<file path="src/rtl/pga_cfg.svh">
/*
  Constants of the gain and readback block: word layout, register
  addresses, field positions, reset values and limits.
  Assumes it is included by bare name from the package and the design.
*/
`ifndef PGA_CFG_SVH
`define PGA_CFG_SVH

// Serial word layout.
`define PGA_WORD_W 32
`define PGA_ADDR_LSB 0
`define PGA_ADDR_MSB 2
`define PGA_BANK_LSB 3
`define PGA_BANK_MSB 4

// Register addresses within the bank.
`define PGA_BANK_SETUP 2'h1
`define PGA_ADDR_READBACK 3'h0
`define PGA_ADDR_GAIN 3'h1
`define PGA_ADDR_TRIM 3'h5

// Register 1 fields.
`define PGA_GAIN_LSB 12
`define PGA_GAIN_MSB 16
`define PGA_MULT_BIT 28
`define PGA_GAIN_RST 5'h00
`define PGA_MULT_RST 1'h0
`define PGA_GAIN_MAX 5'h18

// Register 5: only bits 16 to 0 are implemented.
`define PGA_TRIM_MASK 32'h0001_FFFF
`define PGA_TRIM_RST 32'h0000_AAAD

// Readback word fields.
`define PGA_RB_ADDR 3'h0
`define PGA_RB_BANK 2'h1
`define PGA_RB_VER_LSB 5
`define PGA_RB_VER_MSB 6
`define PGA_RB_Q_LSB 16
`define PGA_RB_Q_MSB 23
`define PGA_RB_I_LSB 24
`define PGA_RB_I_MSB 31

// Offset DACs start at half scale.
`define PGA_DAC_RST 8'h80

`endif

</file>
<file path="src/rtl/pga_pkg.sv">
/*
  Types of the gain and readback block.
  Assumes the constants header is on the include path.
*/
package pga_pkg;
  `include "pga_cfg.svh"

  typedef enum logic [0:0] {
    PGA_IDLE,
    PGA_SEND
  } pga_rb_state_t;

  typedef logic [`PGA_WORD_W-1:0] pga_word_t;
endpackage

</file>
<file path="src/rtl/pga_gain_readback.sv">
/*
  Gain word and readback logic of a receiver baseband gain amplifier.
  Holds register 1 gain fields, register 5 trims and both offset DAC values,
  forms the effective gain word from the three fast reduce pins and
  shifts the readback word out on request.
  Assumes a host on the three-wire serial port (clock, data, latch enable)
  that shifts bit 0 first, and calibration logic on ref_clk that loads
  the offset DAC values.
*/
`timescale 1ns/1ps
`default_nettype none

`include "pga_cfg.svh"

module pga_gain_readback
  import pga_pkg::*;
#(
  // Version code; the default value is arbitrary.
  parameter logic [1:0] VERSION = 2'h2
) (
  // Clock and reset.
  input wire logic ref_clk,
  input wire logic rst,
  // Three-wire serial port.
  input wire logic ser_clk,
  input wire logic ser_data_in,
  input wire logic ser_latch,
  output logic ser_data_out,
  output logic ser_data_oe,
  // Fast reduce pins.
  input wire logic fast_reduce_pin_0,
  input wire logic fast_reduce_pin_1,
  input wire logic fast_reduce_pin_2,
  // Offset DAC load from calibration logic.
  input wire logic offset_load,
  input wire logic [7:0] quad_offset_load_value,
  input wire logic [7:0] inphase_offset_load_value,
  // Outputs to the analog side.
  output logic [4:0] effective_gain_word,
  output logic gain_step_double,
  output logic [`PGA_WORD_W-1:0] bias_trim_setup,
  output logic [7:0] quad_offset_dac_value,
  output logic [7:0] inphase_offset_dac_value
);
  import pga_pkg::*;

  // Synchroniser order: ser_clk, ser_data_in, ser_latch, then pins 0 to 2.
  localparam int SYNC_W = 6;

  // Pin synchronisers.
  logic [SYNC_W-1:0] pin_raw;
  wire logic [SYNC_W-1:0] sync_b;

  // Edge detector state.
  logic ser_clk_prev;
  logic ser_latch_prev;
  logic next_ser_clk_prev;
  logic next_ser_latch_prev;

  // Serial input state.
  pga_word_t shift_in;
  pga_word_t next_shift_in;

  // Gain state.
  logic [4:0] gain_prog;
  logic [4:0] next_gain_prog;
  logic next_gain_step_double;
  logic [4:0] next_effective_gain_word;

  // Setup and offset DAC state.
  pga_word_t next_bias_trim_setup;
  logic [7:0] next_quad;
  logic [7:0] next_inphase;

  // Readback state.
  pga_rb_state_t rb_state;
  pga_rb_state_t next_rb_state;
  pga_word_t shift_out;
  pga_word_t next_shift_out;
  logic [5:0] out_count;
  logic [5:0] next_out_count;
  logic next_ser_data_out;
  logic next_ser_data_oe;

  // Decoded strobes and fields.
  logic clk_rise;
  logic latch_rise;
  logic write_commit;
  logic [2:0] wr_addr;
  logic [1:0] wr_bank;
  logic [2:0] fast_count;
  logic [4:0] reduction;
  logic [4:0] gain_used;
  pga_word_t rb_word;

  assign pin_raw = {fast_reduce_pin_2, fast_reduce_pin_1, fast_reduce_pin_0,
                    ser_latch, ser_data_in, ser_clk};

  genvar gi;
  generate
    for (gi = 0; gi < SYNC_W; gi = gi + 1) begin : g_sync
      logic stage_a;
      logic stage_b;
      // Only the second stage is read, so a metastable first stage never reaches logic.
      always_ff @(posedge ref_clk or posedge rst) begin
        if (rst) begin
          stage_a <= 1'b0;
          stage_b <= 1'b0;
        end else begin
          stage_a <= pin_raw[gi];
          stage_b <= stage_a;
        end
      end
      assign sync_b[gi] = stage_b;
    end
  endgenerate

  // Edge detectors start low, matching the idle level of both pins.
  always_comb begin
    next_ser_clk_prev = sync_b[0];
    next_ser_latch_prev = sync_b[2];
  end

  always_ff @(posedge ref_clk or posedge rst) begin
    if (rst) begin
      ser_clk_prev <= 1'b0;
      ser_latch_prev <= 1'b0;
    end else begin
      ser_clk_prev <= next_ser_clk_prev;
      ser_latch_prev <= next_ser_latch_prev;
    end
  end

  always_comb begin
    clk_rise = sync_b[0] && !ser_clk_prev;
    latch_rise = sync_b[2] && !ser_latch_prev;
    wr_addr = shift_in[`PGA_ADDR_MSB:`PGA_ADDR_LSB];
    wr_bank = shift_in[`PGA_BANK_MSB:`PGA_BANK_LSB];
    // Words latched while a readback runs are dropped, not queued.
    write_commit = latch_rise && (rb_state == PGA_IDLE) && (wr_bank == `PGA_BANK_SETUP);
    rb_word = '0;
    rb_word[`PGA_ADDR_MSB:`PGA_ADDR_LSB] = `PGA_RB_ADDR;
    rb_word[`PGA_BANK_MSB:`PGA_BANK_LSB] = `PGA_RB_BANK;
    rb_word[`PGA_RB_VER_MSB:`PGA_RB_VER_LSB] = VERSION;
    rb_word[`PGA_RB_Q_MSB:`PGA_RB_Q_LSB] = quad_offset_dac_value;
    rb_word[`PGA_RB_I_MSB:`PGA_RB_I_LSB] = inphase_offset_dac_value;
  end

  always_comb begin
    next_shift_in = shift_in;
    // Bit 0 arrives first, so each new bit enters at the top.
    if (clk_rise && !sync_b[2] && rb_state == PGA_IDLE) begin
      next_shift_in = {sync_b[1], shift_in[`PGA_WORD_W-1:1]};
    end
  end

  always_ff @(posedge ref_clk or posedge rst) begin
    if (rst) begin
      shift_in <= '0;
    end else begin
      shift_in <= next_shift_in;
    end
  end

  always_comb begin
    // Pin 2 is the most significant bit of the count.
    fast_count = {sync_b[5], sync_b[4], sync_b[3]};
    // Double steps shift the count left by one.
    reduction = gain_step_double ? {1'b0, fast_count, 1'b0} : {2'b00, fast_count};
    // Settings above the usable top are held at the top.
    gain_used = (gain_prog > `PGA_GAIN_MAX) ? `PGA_GAIN_MAX : gain_prog;
    // Recomputed every cycle, so pin changes need no serial write.
    if (gain_used > reduction) begin
      next_effective_gain_word = gain_used - reduction;
    end else begin
      next_effective_gain_word = 5'h00;
    end
    next_gain_prog = gain_prog;
    next_gain_step_double = gain_step_double;
    if (write_commit && wr_addr == `PGA_ADDR_GAIN) begin
      next_gain_prog = shift_in[`PGA_GAIN_MSB:`PGA_GAIN_LSB];
      next_gain_step_double = shift_in[`PGA_MULT_BIT];
    end
  end

  always_ff @(posedge ref_clk or posedge rst) begin
    if (rst) begin
      gain_prog <= `PGA_GAIN_RST;
      gain_step_double <= `PGA_MULT_RST;
      effective_gain_word <= 5'h00;
    end else begin
      gain_prog <= next_gain_prog;
      gain_step_double <= next_gain_step_double;
      effective_gain_word <= next_effective_gain_word;
    end
  end

  always_comb begin
    next_bias_trim_setup = bias_trim_setup;
    next_quad = quad_offset_dac_value;
    next_inphase = inphase_offset_dac_value;
    if (write_commit && wr_addr == `PGA_ADDR_TRIM) begin
      next_bias_trim_setup = shift_in & `PGA_TRIM_MASK;
    end
    // A load during a readback shows only in the next one, as the word is frozen.
    if (offset_load) begin
      next_quad = quad_offset_load_value;
      next_inphase = inphase_offset_load_value;
    end
  end

  always_ff @(posedge ref_clk or posedge rst) begin
    if (rst) begin
      bias_trim_setup <= `PGA_TRIM_RST;
      quad_offset_dac_value <= `PGA_DAC_RST;
      inphase_offset_dac_value <= `PGA_DAC_RST;
    end else begin
      bias_trim_setup <= next_bias_trim_setup;
      quad_offset_dac_value <= next_quad;
      inphase_offset_dac_value <= next_inphase;
    end
  end

  always_comb begin
    next_rb_state = rb_state;
    next_shift_out = shift_out;
    next_out_count = out_count;
    next_ser_data_out = ser_data_out;
    next_ser_data_oe = ser_data_oe;
    case (rb_state)
      PGA_IDLE: begin
        if (write_commit && wr_addr == `PGA_ADDR_READBACK) begin
          // Readback request: the word is frozen and bit 0 driven at once.
          next_shift_out = {1'b0, rb_word[`PGA_WORD_W-1:1]};
          next_ser_data_out = rb_word[0];
          next_ser_data_oe = 1'b1;
          next_out_count = 6'h00;
          next_rb_state = PGA_SEND;
        end
      end
      PGA_SEND: begin
        // A new latch pulse aborts a readback still in progress.
        if (latch_rise || (clk_rise && out_count == 6'h1F)) begin
          next_ser_data_oe = 1'b0;
          next_ser_data_out = 1'b0;
          next_rb_state = PGA_IDLE;
        end else if (clk_rise) begin
          next_ser_data_out = shift_out[0];
          next_shift_out = {1'b0, shift_out[`PGA_WORD_W-1:1]};
          next_out_count = out_count + 6'h01;
        end
      end
      default: begin
        next_rb_state = PGA_IDLE;
        next_ser_data_oe = 1'b0;
      end
    endcase
  end

  always_ff @(posedge ref_clk or posedge rst) begin
    if (rst) begin
      rb_state <= PGA_IDLE;
      shift_out <= '0;
      out_count <= 6'h00;
      ser_data_out <= 1'b0;
      ser_data_oe <= 1'b0;
    end else begin
      rb_state <= next_rb_state;
      shift_out <= next_shift_out;
      out_count <= next_out_count;
      ser_data_out <= next_ser_data_out;
      ser_data_oe <= next_ser_data_oe;
    end
  end
endmodule

`default_nettype wire

</file>
<file path="config.mk">
export PLATFORM = sky130hd
export DESIGN_NAME = pga_gain_readback
export DESIGN_NICKNAME = d
export VERILOG_FILES = /design/src/rtl/pga_pkg.sv /design/src/rtl/pga_gain_readback.sv
export VERILOG_INCLUDE_DIRS = /design/src /design/src/rtl
export SDC_FILE = /design/constraint.sdc
export NUM_CORES = 1
export LEC_CHECK = 0
export BUFFER_PORTS_ARGS = -buffer_cell sky130_fd_sc_hd__buf_2
export CAP_MARGIN = 0
export CORE_ASPECT_RATIO = 1.75
export CORE_MARGIN = 2
export CORE_UTILIZATION = 45
export CTS_BUF_LIST = sky130_fd_sc_hd__clkbuf_4 sky130_fd_sc_hd__clkbuf_8
export CTS_CLUSTER_SIZE = 12
export DETAILED_ROUTE_END_ITERATION = 16
export PLACE_DENSITY = 0.65
export SETUP_SLACK_MARGIN = 0.05
export SYNTH_ARGS = -nofsm -noshare
export SYNTH_HDL_FRONTEND = slang
export SYNTH_SLANG_ARGS = --single-unit
</file>
<file path="constraint.sdc">
create_clock -name ref_clk -period 4.04 [get_ports ref_clk]
set_input_delay 0.202 -clock ref_clk [delete_from_list [all_inputs] [get_ports ref_clk]]
set_output_delay 0.202 -clock ref_clk [all_outputs]
set_load 0.02 [all_outputs]
</file>
After elaboration in Yosys (flattened, before gate mapping)
Cells that the tools add are included.
- word-level logic and storage cells: 79
- flip-flop bits (word level): 131
- output and inout bits: 56
- input bits: 25
- $lt $le $gt $ge: 2
- bitwise logic cells: 1
- $add $sub $neg: 2
- reductions and logical operators: 18
- eq/ne operators: 9
- mux-type cells: 21
- operators with widths (cell ; number):
    two-way mux 32 bit ; 3
    one-hot mux 32 bit (2 select lines) ; 1
    two-way mux 6 bit ; 3
    one-hot mux 6 bit (2 select lines) ; 1
    logical AND 1 bit ; 10
    two-way mux 5 bit ; 2
    two-way mux 1 bit ; 7
    adder 6 x 1 -> 6 bit, second input constant ; 1
    == test 6 x 5 -> 1 bit, second input constant ; 1
    inequality test 2 x 1 -> 1 bit, second input constant ; 3
    one-hot mux 1 bit (2 select lines) ; 3
    > comparator 5 x 4 -> 1 bit ; 1
    > comparator 5 bit, second input constant ; 1
    subtractor 5 x 4 -> 5 bit ; 1
    two-way mux 4 bit ; 1
    AND reduction 2 bit ; 2
    == test 3 x 1 -> 1 bit, second input constant ; 1
    == test 3 bit, second input constant ; 1
    zero test 1 bit ; 3
    zero test 3 bit ; 1
    inequality test 3 x 1 -> 1 bit, second input constant ; 1
    AND reduction 3 bit ; 1
    == test 2 x 1 -> 1 bit, second input constant ; 1
    inequality test 2 bit, second input constant ; 1
    2 further kinds ; 2

Depth between registers and ports, before layout
Gate-level depths: netlist (run 1).
- depth after elaboration: 7
- gate-level depth with buffers: 8
- gate-level depth less buffers: 8

Least setup slack after synthesis (run 1)
Ideal clock, no wire load.
- path kind: register to register
- start: reg gain_step_double
- end: reg effective_gain_word[3]
- setup time: 0.140 ns
- setup slack: 2.139 ns
- path buffers: 0
- period minus slack after synthesis: 1.901 ns
- arrival: 1.762 ns
- cell stages (with the launch flop): 7
- path through: dfrtp_1 > mux2i_1 > ha_1 > nor2b_1 > o31a_1 > o22ai_1 > a221oi_1
- longest elaborated chain between the ends: 3
- ends and longest elaborated chain (element ; RTL line ; RTL):
    from (decl) ; pga_gain_readback.sv:40 ; output logic gain_step_double,
    from (signal assigned) ; pga_gain_readback.sv:189 ; gain_step_double <= `PGA_MULT_RST;
    from (signal assigned) ; pga_gain_readback.sv:193 ; gain_step_double <= next_gain_step_double;
    two-way mux 4 bit (*) ; pga_gain_readback.sv:169 ; reduction = gain_step_double ? {1'b0, fast_count, 1'b0} : {2'b00, fast_count};
    subtractor 5 x 4 -> 5 bit / > comparator 5 x 4 -> 1 bit (equally long branches) ; pga_gain_readback.sv:174, pga_gain_readback.sv:173 ;
    two-way mux 5 bit (*) ; pga_gain_readback.sv:173 ; if (gain_used > reduction) begin
    via next_effective_gain_word[3] ; pga_gain_readback.sv:68 ; logic [4:0] next_effective_gain_word;
    to (signal assigned) ; pga_gain_readback.sv:194 ; effective_gain_word <= next_effective_gain_word;
    to (decl) ; pga_gain_readback.sv:39 ; output logic [4:0] effective_gain_word,
Mark *: on every way through the listed nets, which the timed path passes. The rest lies on a longest branch.
A chain may end at the register's enable or synchronous reset.

Worst setup path after layout (run 1)
- start: reg rb_state
- end: reg shift_out[29]
- longest elaborated chain between the ends: 6
- ends and longest elaborated chain (element ; RTL line ; RTL):
    from (decl) ; pga_gain_readback.sv:76 ; pga_rb_state_t rb_state;
    from (signal assigned) ; pga_gain_readback.sv:268 ; rb_state <= next_rb_state;
    inverter 1 bit ; -- ;
    logical AND 1 bit (2 in series) ; pga_gain_readback.sv:140 ; write_commit = latch_rise && (rb_state == PGA_IDLE) && (wr_bank == `PGA_BANK_SETUP);
    logical AND 1 bit (no source line) ; -- ;
    inequality test 2 x 1 -> 1 bit (no source line) ; -- ;
    AND reduction 3 bit (no source line) ; -- ;
    to (signal assigned) ; pga_gain_readback.sv:269 ; shift_out <= next_shift_out;
    to (decl) ; pga_gain_readback.sv:78 ; pga_word_t shift_out;
Several ways; a longest one is shown, not always the timed one.

==> impl_results.md, run 1 <==
* Top FF cell, synth: dfrtp_1
* First-pass GRT wire length at 15800 µm
* Worst hold slack at 0.282 ns
* Most common cell after layout, fill and taps aside: dfrtp_1
* Peak supply drop at 0.000360 V
* Routed WL at 9360 µm
* Final Hold Viols at 0
* Vias in the first global route at 3445
* Kind of critical path: reg2reg
* Fin crit period at 2.62 ns
* H-tree levels at 4
* RSZ-0062 raised after global routing: no
* Synth Instances at 393
* Clock power share at 41.5%
* Place WS at 1.43 ns
* Largest net degree at the start of global routing at 76
* Clock Latency Late Sink at 0.43 ns
* Syn. warnings at 0
* CP Capture Type: flop
* Layout cell share with drive strength beyond 1 at 43.0%
* Pleak at 0.00316 µW
* MaxCap Viol Count at 0
* Final setup violation count at 0
* Max stage delay on crit path at 0.44 ns
* DP Wirelength at 6200 µm
* Worst-margin pin slew at 0.915 ns
* Pwr dens at 421 nW/µm²
* Worst EP required at 4.35 ns
* Status: completed
* P&R area growth vs syn at 18.7%
* Crit-path slowest cell: nor3_2
* Final Cycle Share at 64.8%
* Die Y at 150 µm
* Internal power at 2140 µW
* Seq pwr share at 51.0%
* GRT Overall Usage at 15.5%
* Net Sw Frac at 22.3%
* Total net switching power at 612 µW
* Mapped Area at 5500 µm²
* Cell row count at 53
* CTS buffer count at 17
* Wire length per cell at 14.7 µm
* CTS tree: yes
* Clock Tree Root: clkbuf_8
* Drt pass-1 iters at 4
* GR Overflow Total at 0
* Crit-path max FO at 40
* Die footprint at 13100 µm²
* Core area at 11900 µm²
* Most used cell, CP: buf_4
* Initial antenna violation count at 0
* Setup ws final at 1.42 ns
* Skew final at 0.0110 ns
* Seq cells post-synth at 130
* EDFF count, synth at 0
* HP Class: in2reg
* Fmax at 382 MHz
* # IOs at 81
* Die X at 87.5 µm
* Via count at 3254
* GP Congestion at 0.739
* Async set-reset flop share out of synthesis at 100%
* Sequential share of the synthesized area at 59.4%
* Slew headroom at 39.0%
* Worst path cell trace: buf_4, inv_1, nor3_2, a21o_1, buf_4, mux2_2
* Port Buffers at 65
* Setup TNS Final at 0 ns
* Starting Density at 46.0%
* Logic pwr share at 7.4%
* Mean Syn Cell Area at 14.0 µm²
* Initial DRC Count at 154
* Post-DRT Antenna Nets at 0
* Setup Fix Bufs, Post-CTS at 0
* Startpoint Class: flop
* Post-synth cell types at 41
* Final Slew Violations at 0
* Nets at 518
* Cts repair resizes at 0
* Via density at 5.11
* Most frequent cells in the layout: dfrtp_1, mux2_2, buf_2, inv_1, dlygate4sd3_1
* Diode count at 0
* Clock transition at path regs at 0.07 ns
* # clock sinks at 130
* Crit path DAT at 2.92 ns
* DRC Markers at 0
* Longest Clk Path Bufs at 2
worst paths after layout:
| path | startpoint | to | slack, ns | cells after the start |
|---|---|---|---|---|
| min in group asynchronous | rst | g_sync[3].stage_a | 0.52 | 3 |
| max reg2reg | rb_state | shift_out[29] | 1.42 | 6 |
| max in group asynchronous | rst | quad_offset_dac_value[7] | 2.66 | 4 |
| min reg2reg | g_sync[0].stage_a | g_sync[0].stage_b | 0.34 | 0 |
| max | rb_state | shift_out[29] | 1.42 | 6 |
| min | offset_load | quad_offset_dac_value[6] | 0.28 | 2 |
registers in the layout (all words and copies together), names as in the netlist, 6 cells and up:
register / cells
bias_trim_setup: 17
shift_in: 32
out_count: 6
g_sync.stage_b: 6
quad_offset_dac_value: 8
shift_out: 31
inphase_offset_dac_value: 8
g_sync.stage_a: 6
power by group through the flow:
stage / registers, µW / clock network [µW] / logic, µW
finish: 1400 / 1140 / 205
global route: 1410 / 1240 / 225
CTS: 1400 / 1180 / 208
detailed placement: 1430 / 0 / 190
global placement: 1420 / 0 / 185
floorplan: 1440 / 0 / 128
synthesized netlist by cell type (2+ instances only):
master	instances	area share, %
nor4b_4	2	0.87
ha_1	5	1.1
mux2_4	11	3.0
nor2b_1	4	0.46
nand2_1	19	1.3
nor4_1	3	0.34
a211oi_1	2	0.27
buf_4	16	2.2
a21o_1	2	0.27
inv_1	24	1.6
nand3_1	8	0.73
o21a_1	2	0.27
nor3_1	4	0.36
dfrtp_1	119	54
o21ai_0	7	0.64
mux2_2	86	18
a211o_1	2	0.32
and3_1	2	0.23
nor2_1	2	0.14
dfstp_2	11	5.3
o22ai_1	2	0.23
buf_2	5	0.46
a21oi_1	5	0.46
buf_12	2	0.73
clkbuf_1	7	0.48
nand2b_1	5	0.57
mux2i_1	17	3.1
a31oi_1	3	0.34
and2_1	4	0.46
stage by stage:
stage / cell area, µm² / power [µW] / util (%) / cells
finish: 6520 / 2750 / 54.7 / 637
global route: 6520 / 2870 / 54.7 / 637
CTS: 6520 / 2790 / 54.7 / 637
detailed placement: 5870 / 1620 / 49.2 / 582
global placement: 5870 / 1610 / 49.2 / 582
floorplan: 5550 / 1570 / - / 407
cell families (layout without fill, tap and decap cells):
family                     count (synthesis)  count (layout)  synth area share (%)
muxes                                    114             114                  23.7
DFF                                      130             130                  59.4
buffers and inverters                     55             148                  5.69
adders and majority gates                  6               6                  1.50
xor gates and xnor gates                   1               1                 0.159
AOI/OAI and AO/OA                         29              29                  3.44
other                                      1              15                0.0682
and+or+nand+nor                           57              57                  5.97
final cells by class:
cell class	count	area (µm²)
multi-input cells	222	1970
repair buffers	92	598
inverters	24	92.6
clock inverters	9	130
fillers	1017	5410
clock buffers	23	292
well taps	137	171
flip-flops and latches	130	3270
worst max-delay path: cells and delay by family, from the launching register on:
family,cells,cell delay (ns)
buffers and inverters,3,1.06
and+or+nand+nor,1,0.44
DFF,1,0.39
muxes,1,0.39
AOI/OAI and AO/OA,1,0.18
timing repair:
action / CTS / global route
hold buffers: 23 / 0
hold endpoints to repair: 61 / 0
endpoints found under the setup margin: 0 / 0
per-layer routing:
layer  share of wire, %  wire (µm)  vias up  GRT usage (%)
met3                4.0        377       22           4.39
met2                 54       5100       96           26.7
li1                   -          -     1516              -
met1                 39       3630     1620           17.6
met5                  0          0        -              0
met4                2.7        256        0           7.00
No activity file was read; power rests on OpenSTA's default activity.
==> run 2: changes to the inputs <==
clock period = 2.55 ns   (was 4.04 ns; I/O delays follow)
==> impl_results.md, run 2 (synthesized netlist as in run 1, its figures left out) <==
* Filler cells at 995 (-2.2%)
* Reg-to-Reg Start: gain_step_double
* Crit-path max FO at 6 (-85%)
* Multi-input gate area at 1970 µm² (unchanged)
* GP Congestion at 0.759 (+2.7%)
* Final setup violation count at 0 (unchanged)
* HP Class: in2reg
* Pleak at 0.00317 µW (+0.38%)
* Startpoint Class: flop
* Post-DRT Antenna Nets at 0 (unchanged)
* Most common cell after layout, fill and taps aside: dfrtp_1
* P&R area growth vs syn at 19.7%
* Clock Tree Root: clkbuf_8
* Pwr dens at 678 nW/µm² (+61%)
* # clock sinks at 130 (unchanged)
* Hold-fix buffers at CTS at 23 (unchanged)
* Initial antenna violation count at 0 (unchanged)
* Fmax at 494 MHz (+29%)
* Skew final at 0.0125 ns (+0.00145 ns)
* Drt pass-1 iters at 5 (+1)
* First-pass GRT wire length at 15600 µm (-1.4%)
* Core area at 11900 µm² (unchanged)
* Initial DRC Count at 134 (-13%)
* CP Capture Type: flop
* Vias in the first global route at 3446 (+0.029%)
* MaxCap Viol Count at 0 (unchanged)
* Power consumption at 4460 µW (+62%)
* Worst path cell trace: mux2i_1, ha_1, nor2b_1, o31a_1, o22ai_1, a221oi_1
* Register Area at 3270 µm² (unchanged)
* Worst EP required at 2.85 ns (-1.50 ns)
* Most frequent cells in the layout: dfrtp_1, mux2_2, buf_2, inv_1, dlygate4sd3_1
* Largest net degree at the start of global routing at 131 (+72%)
* Slew headroom at 56.0% (+17 points)
* Crit path from: gain_step_double
* GR Overflow Total at 0 (unchanged)
* Crit path DAT at 2.32 ns (-0.60 ns)
* DP Wirelength at 5920 µm (-4.6%)
* Largest Register: shift_in
* Layout cell share with drive strength beyond 1 at 43.2% (+0.23 points)
* Critical path endpoint: effective_gain_word[3]
* Place WS at 0.570 ns (-0.865 ns)
* Clock Latency Late Sink at 0.43 ns (about the same)
* Reg2reg path depth at 6 (unchanged)
* RSZ-0062 raised after global routing: no
* Worst hold slack at 0.202 ns (-0.0796 ns)
* CTS buffer count at 17 (unchanged)
* Via count at 3282 (+0.86%)
* Nets at 520 (+0.39%)
* Port Buffers at 65 (unchanged)
* # IOs at 81 (unchanged)
* Worst R2R Setup Slack at 0.53 ns (-0.90 ns)
* Worst-margin pin slew at 0.660 ns (-0.254 ns)
* Crit-path slowest cell: dfrtp_1
* DRC Markers at 0 (unchanged)
* Diode count at 0 (unchanged)
* Clock transition at path regs at 0.08 ns (about the same)
* Setup TNS Final at 0 ns (unchanged)
* Longest Clk Path Bufs at 2 (unchanged)
* Setup ws final at 0.527 ns (-0.898 ns)
* Max stage delay on crit path at 0.48 ns (+0.04 ns)
* Final Slew Violations at 0 (unchanged)
* Status: completed
* Cell row count at 53 (unchanged)
* Top Registers: shift_in (32), shift_out (31), bias_trim_setup (17)
* Final Cycle Share at 79.4% (+15 points)
* Cts repair resizes at 0 (unchanged)
* Worst R2R End: effective_gain_word[3]
* GRT Overall Usage at 15.2% (-0.29 points)
* CTS tree: yes
* Wire length per cell at 14.2 µm (-3.4%)
* Setup Fix Bufs, Post-CTS at 0 (unchanged)
* Fin crit period at 2.02 ns (-0.592 ns)
* Starting Density at 46.0% (unchanged)
* Via density at 5.14 (+0.54%)
* Max FFs per register at 32 (unchanged)
* H-tree levels at 4 (unchanged)
* Final Hold Viols at 0 (unchanged)
* Die X at 87.5 µm (unchanged)
* Kind of critical path: reg2reg
* Routed WL at 9070 µm (-3.1%)
* Die Y at 150 µm (unchanged)
* Peak supply drop at 0.000348 V (-3.4%)
* Die footprint at 13100 µm² (unchanged)
-- run 2: cell types whose count changed in the layout (fill, tap and decap cells not counted) --
| cell | change |
|---|---|
| buf_12 | +1 |
| clkbuf_8 | +1 |
| clkbuf_4 | -2 |
| buf_4 | +1 |
| clkinvlp_4 | +3 |
| clkinv_4 | -2 |
| inv_4 | -1 |
| bufinv_16 | +1 |
-- run 2: cell type report --
cell class              instances  area share, %
well taps                     137           2.61
clock buffers                  22           4.41
flip-flops and latches        130           49.7
inverters                      24           1.43
clock inverters                10           2.40
multi-input cells             222           30.0
repair buffers                 94           9.51
-- run 2: per-layer routing --
metal  GRT usage [%]  wire length, µm  vias to the layer above
met3            4.22              371                       17
met1            16.3             3660                     1654
met5               0                0                        -
met2            26.8             4880                       87
li1                -                -                     1524
met4            7.85              164                        0
-- run 2: stage by stage --
| step | instances | cell area [µm²] | util [%] |
|---|---|---|---|
| floorplan | 407 | 5550 | - |
| global placement | 584 | 5900 | 49.4 |
| detailed placement | 584 | 5900 | 49.4 |
| CTS | 639 | 6580 | 55.1 |
| global route | 639 | 6580 | 55.1 |
| finish | 639 | 6580 | 55.1 |
-- run 2: worst min-delay path by stage --
stage	from	to	slack, ns	cells after the start
2_1_floorplan	ser_clk	g_sync[0].stage_a	0.16	0
3_3_place_gp	ser_data_in	g_sync[1].stage_a	0.24	1
3_5_place_dp	ser_clk	g_sync[0].stage_a	0.24	1
4_1_cts	offset_load	inphase_offset_dac_value[0]	0.18	2
5_1_grt	offset_load	quad_offset_dac_value[7]	0.19	2
6_report	offset_load	inphase_offset_dac_value[0]	0.20	2
-- run 2: critical path, delay by kind of cell (launching register included) --
family,cells,cell delay [ns]
compound gates,3,0.72
fa+ha+maj,1,0.27
flops,1,0.48
mux,1,0.27
simple gates,1,0.15
-- run 2: report_power, final --
part / internal, µW / total [µW] / switching, µW
Combinational: 158 / 322 / 164
Sequential: 2160 / 2220 / 54.6
Clock: 1160 / 1920 / 759
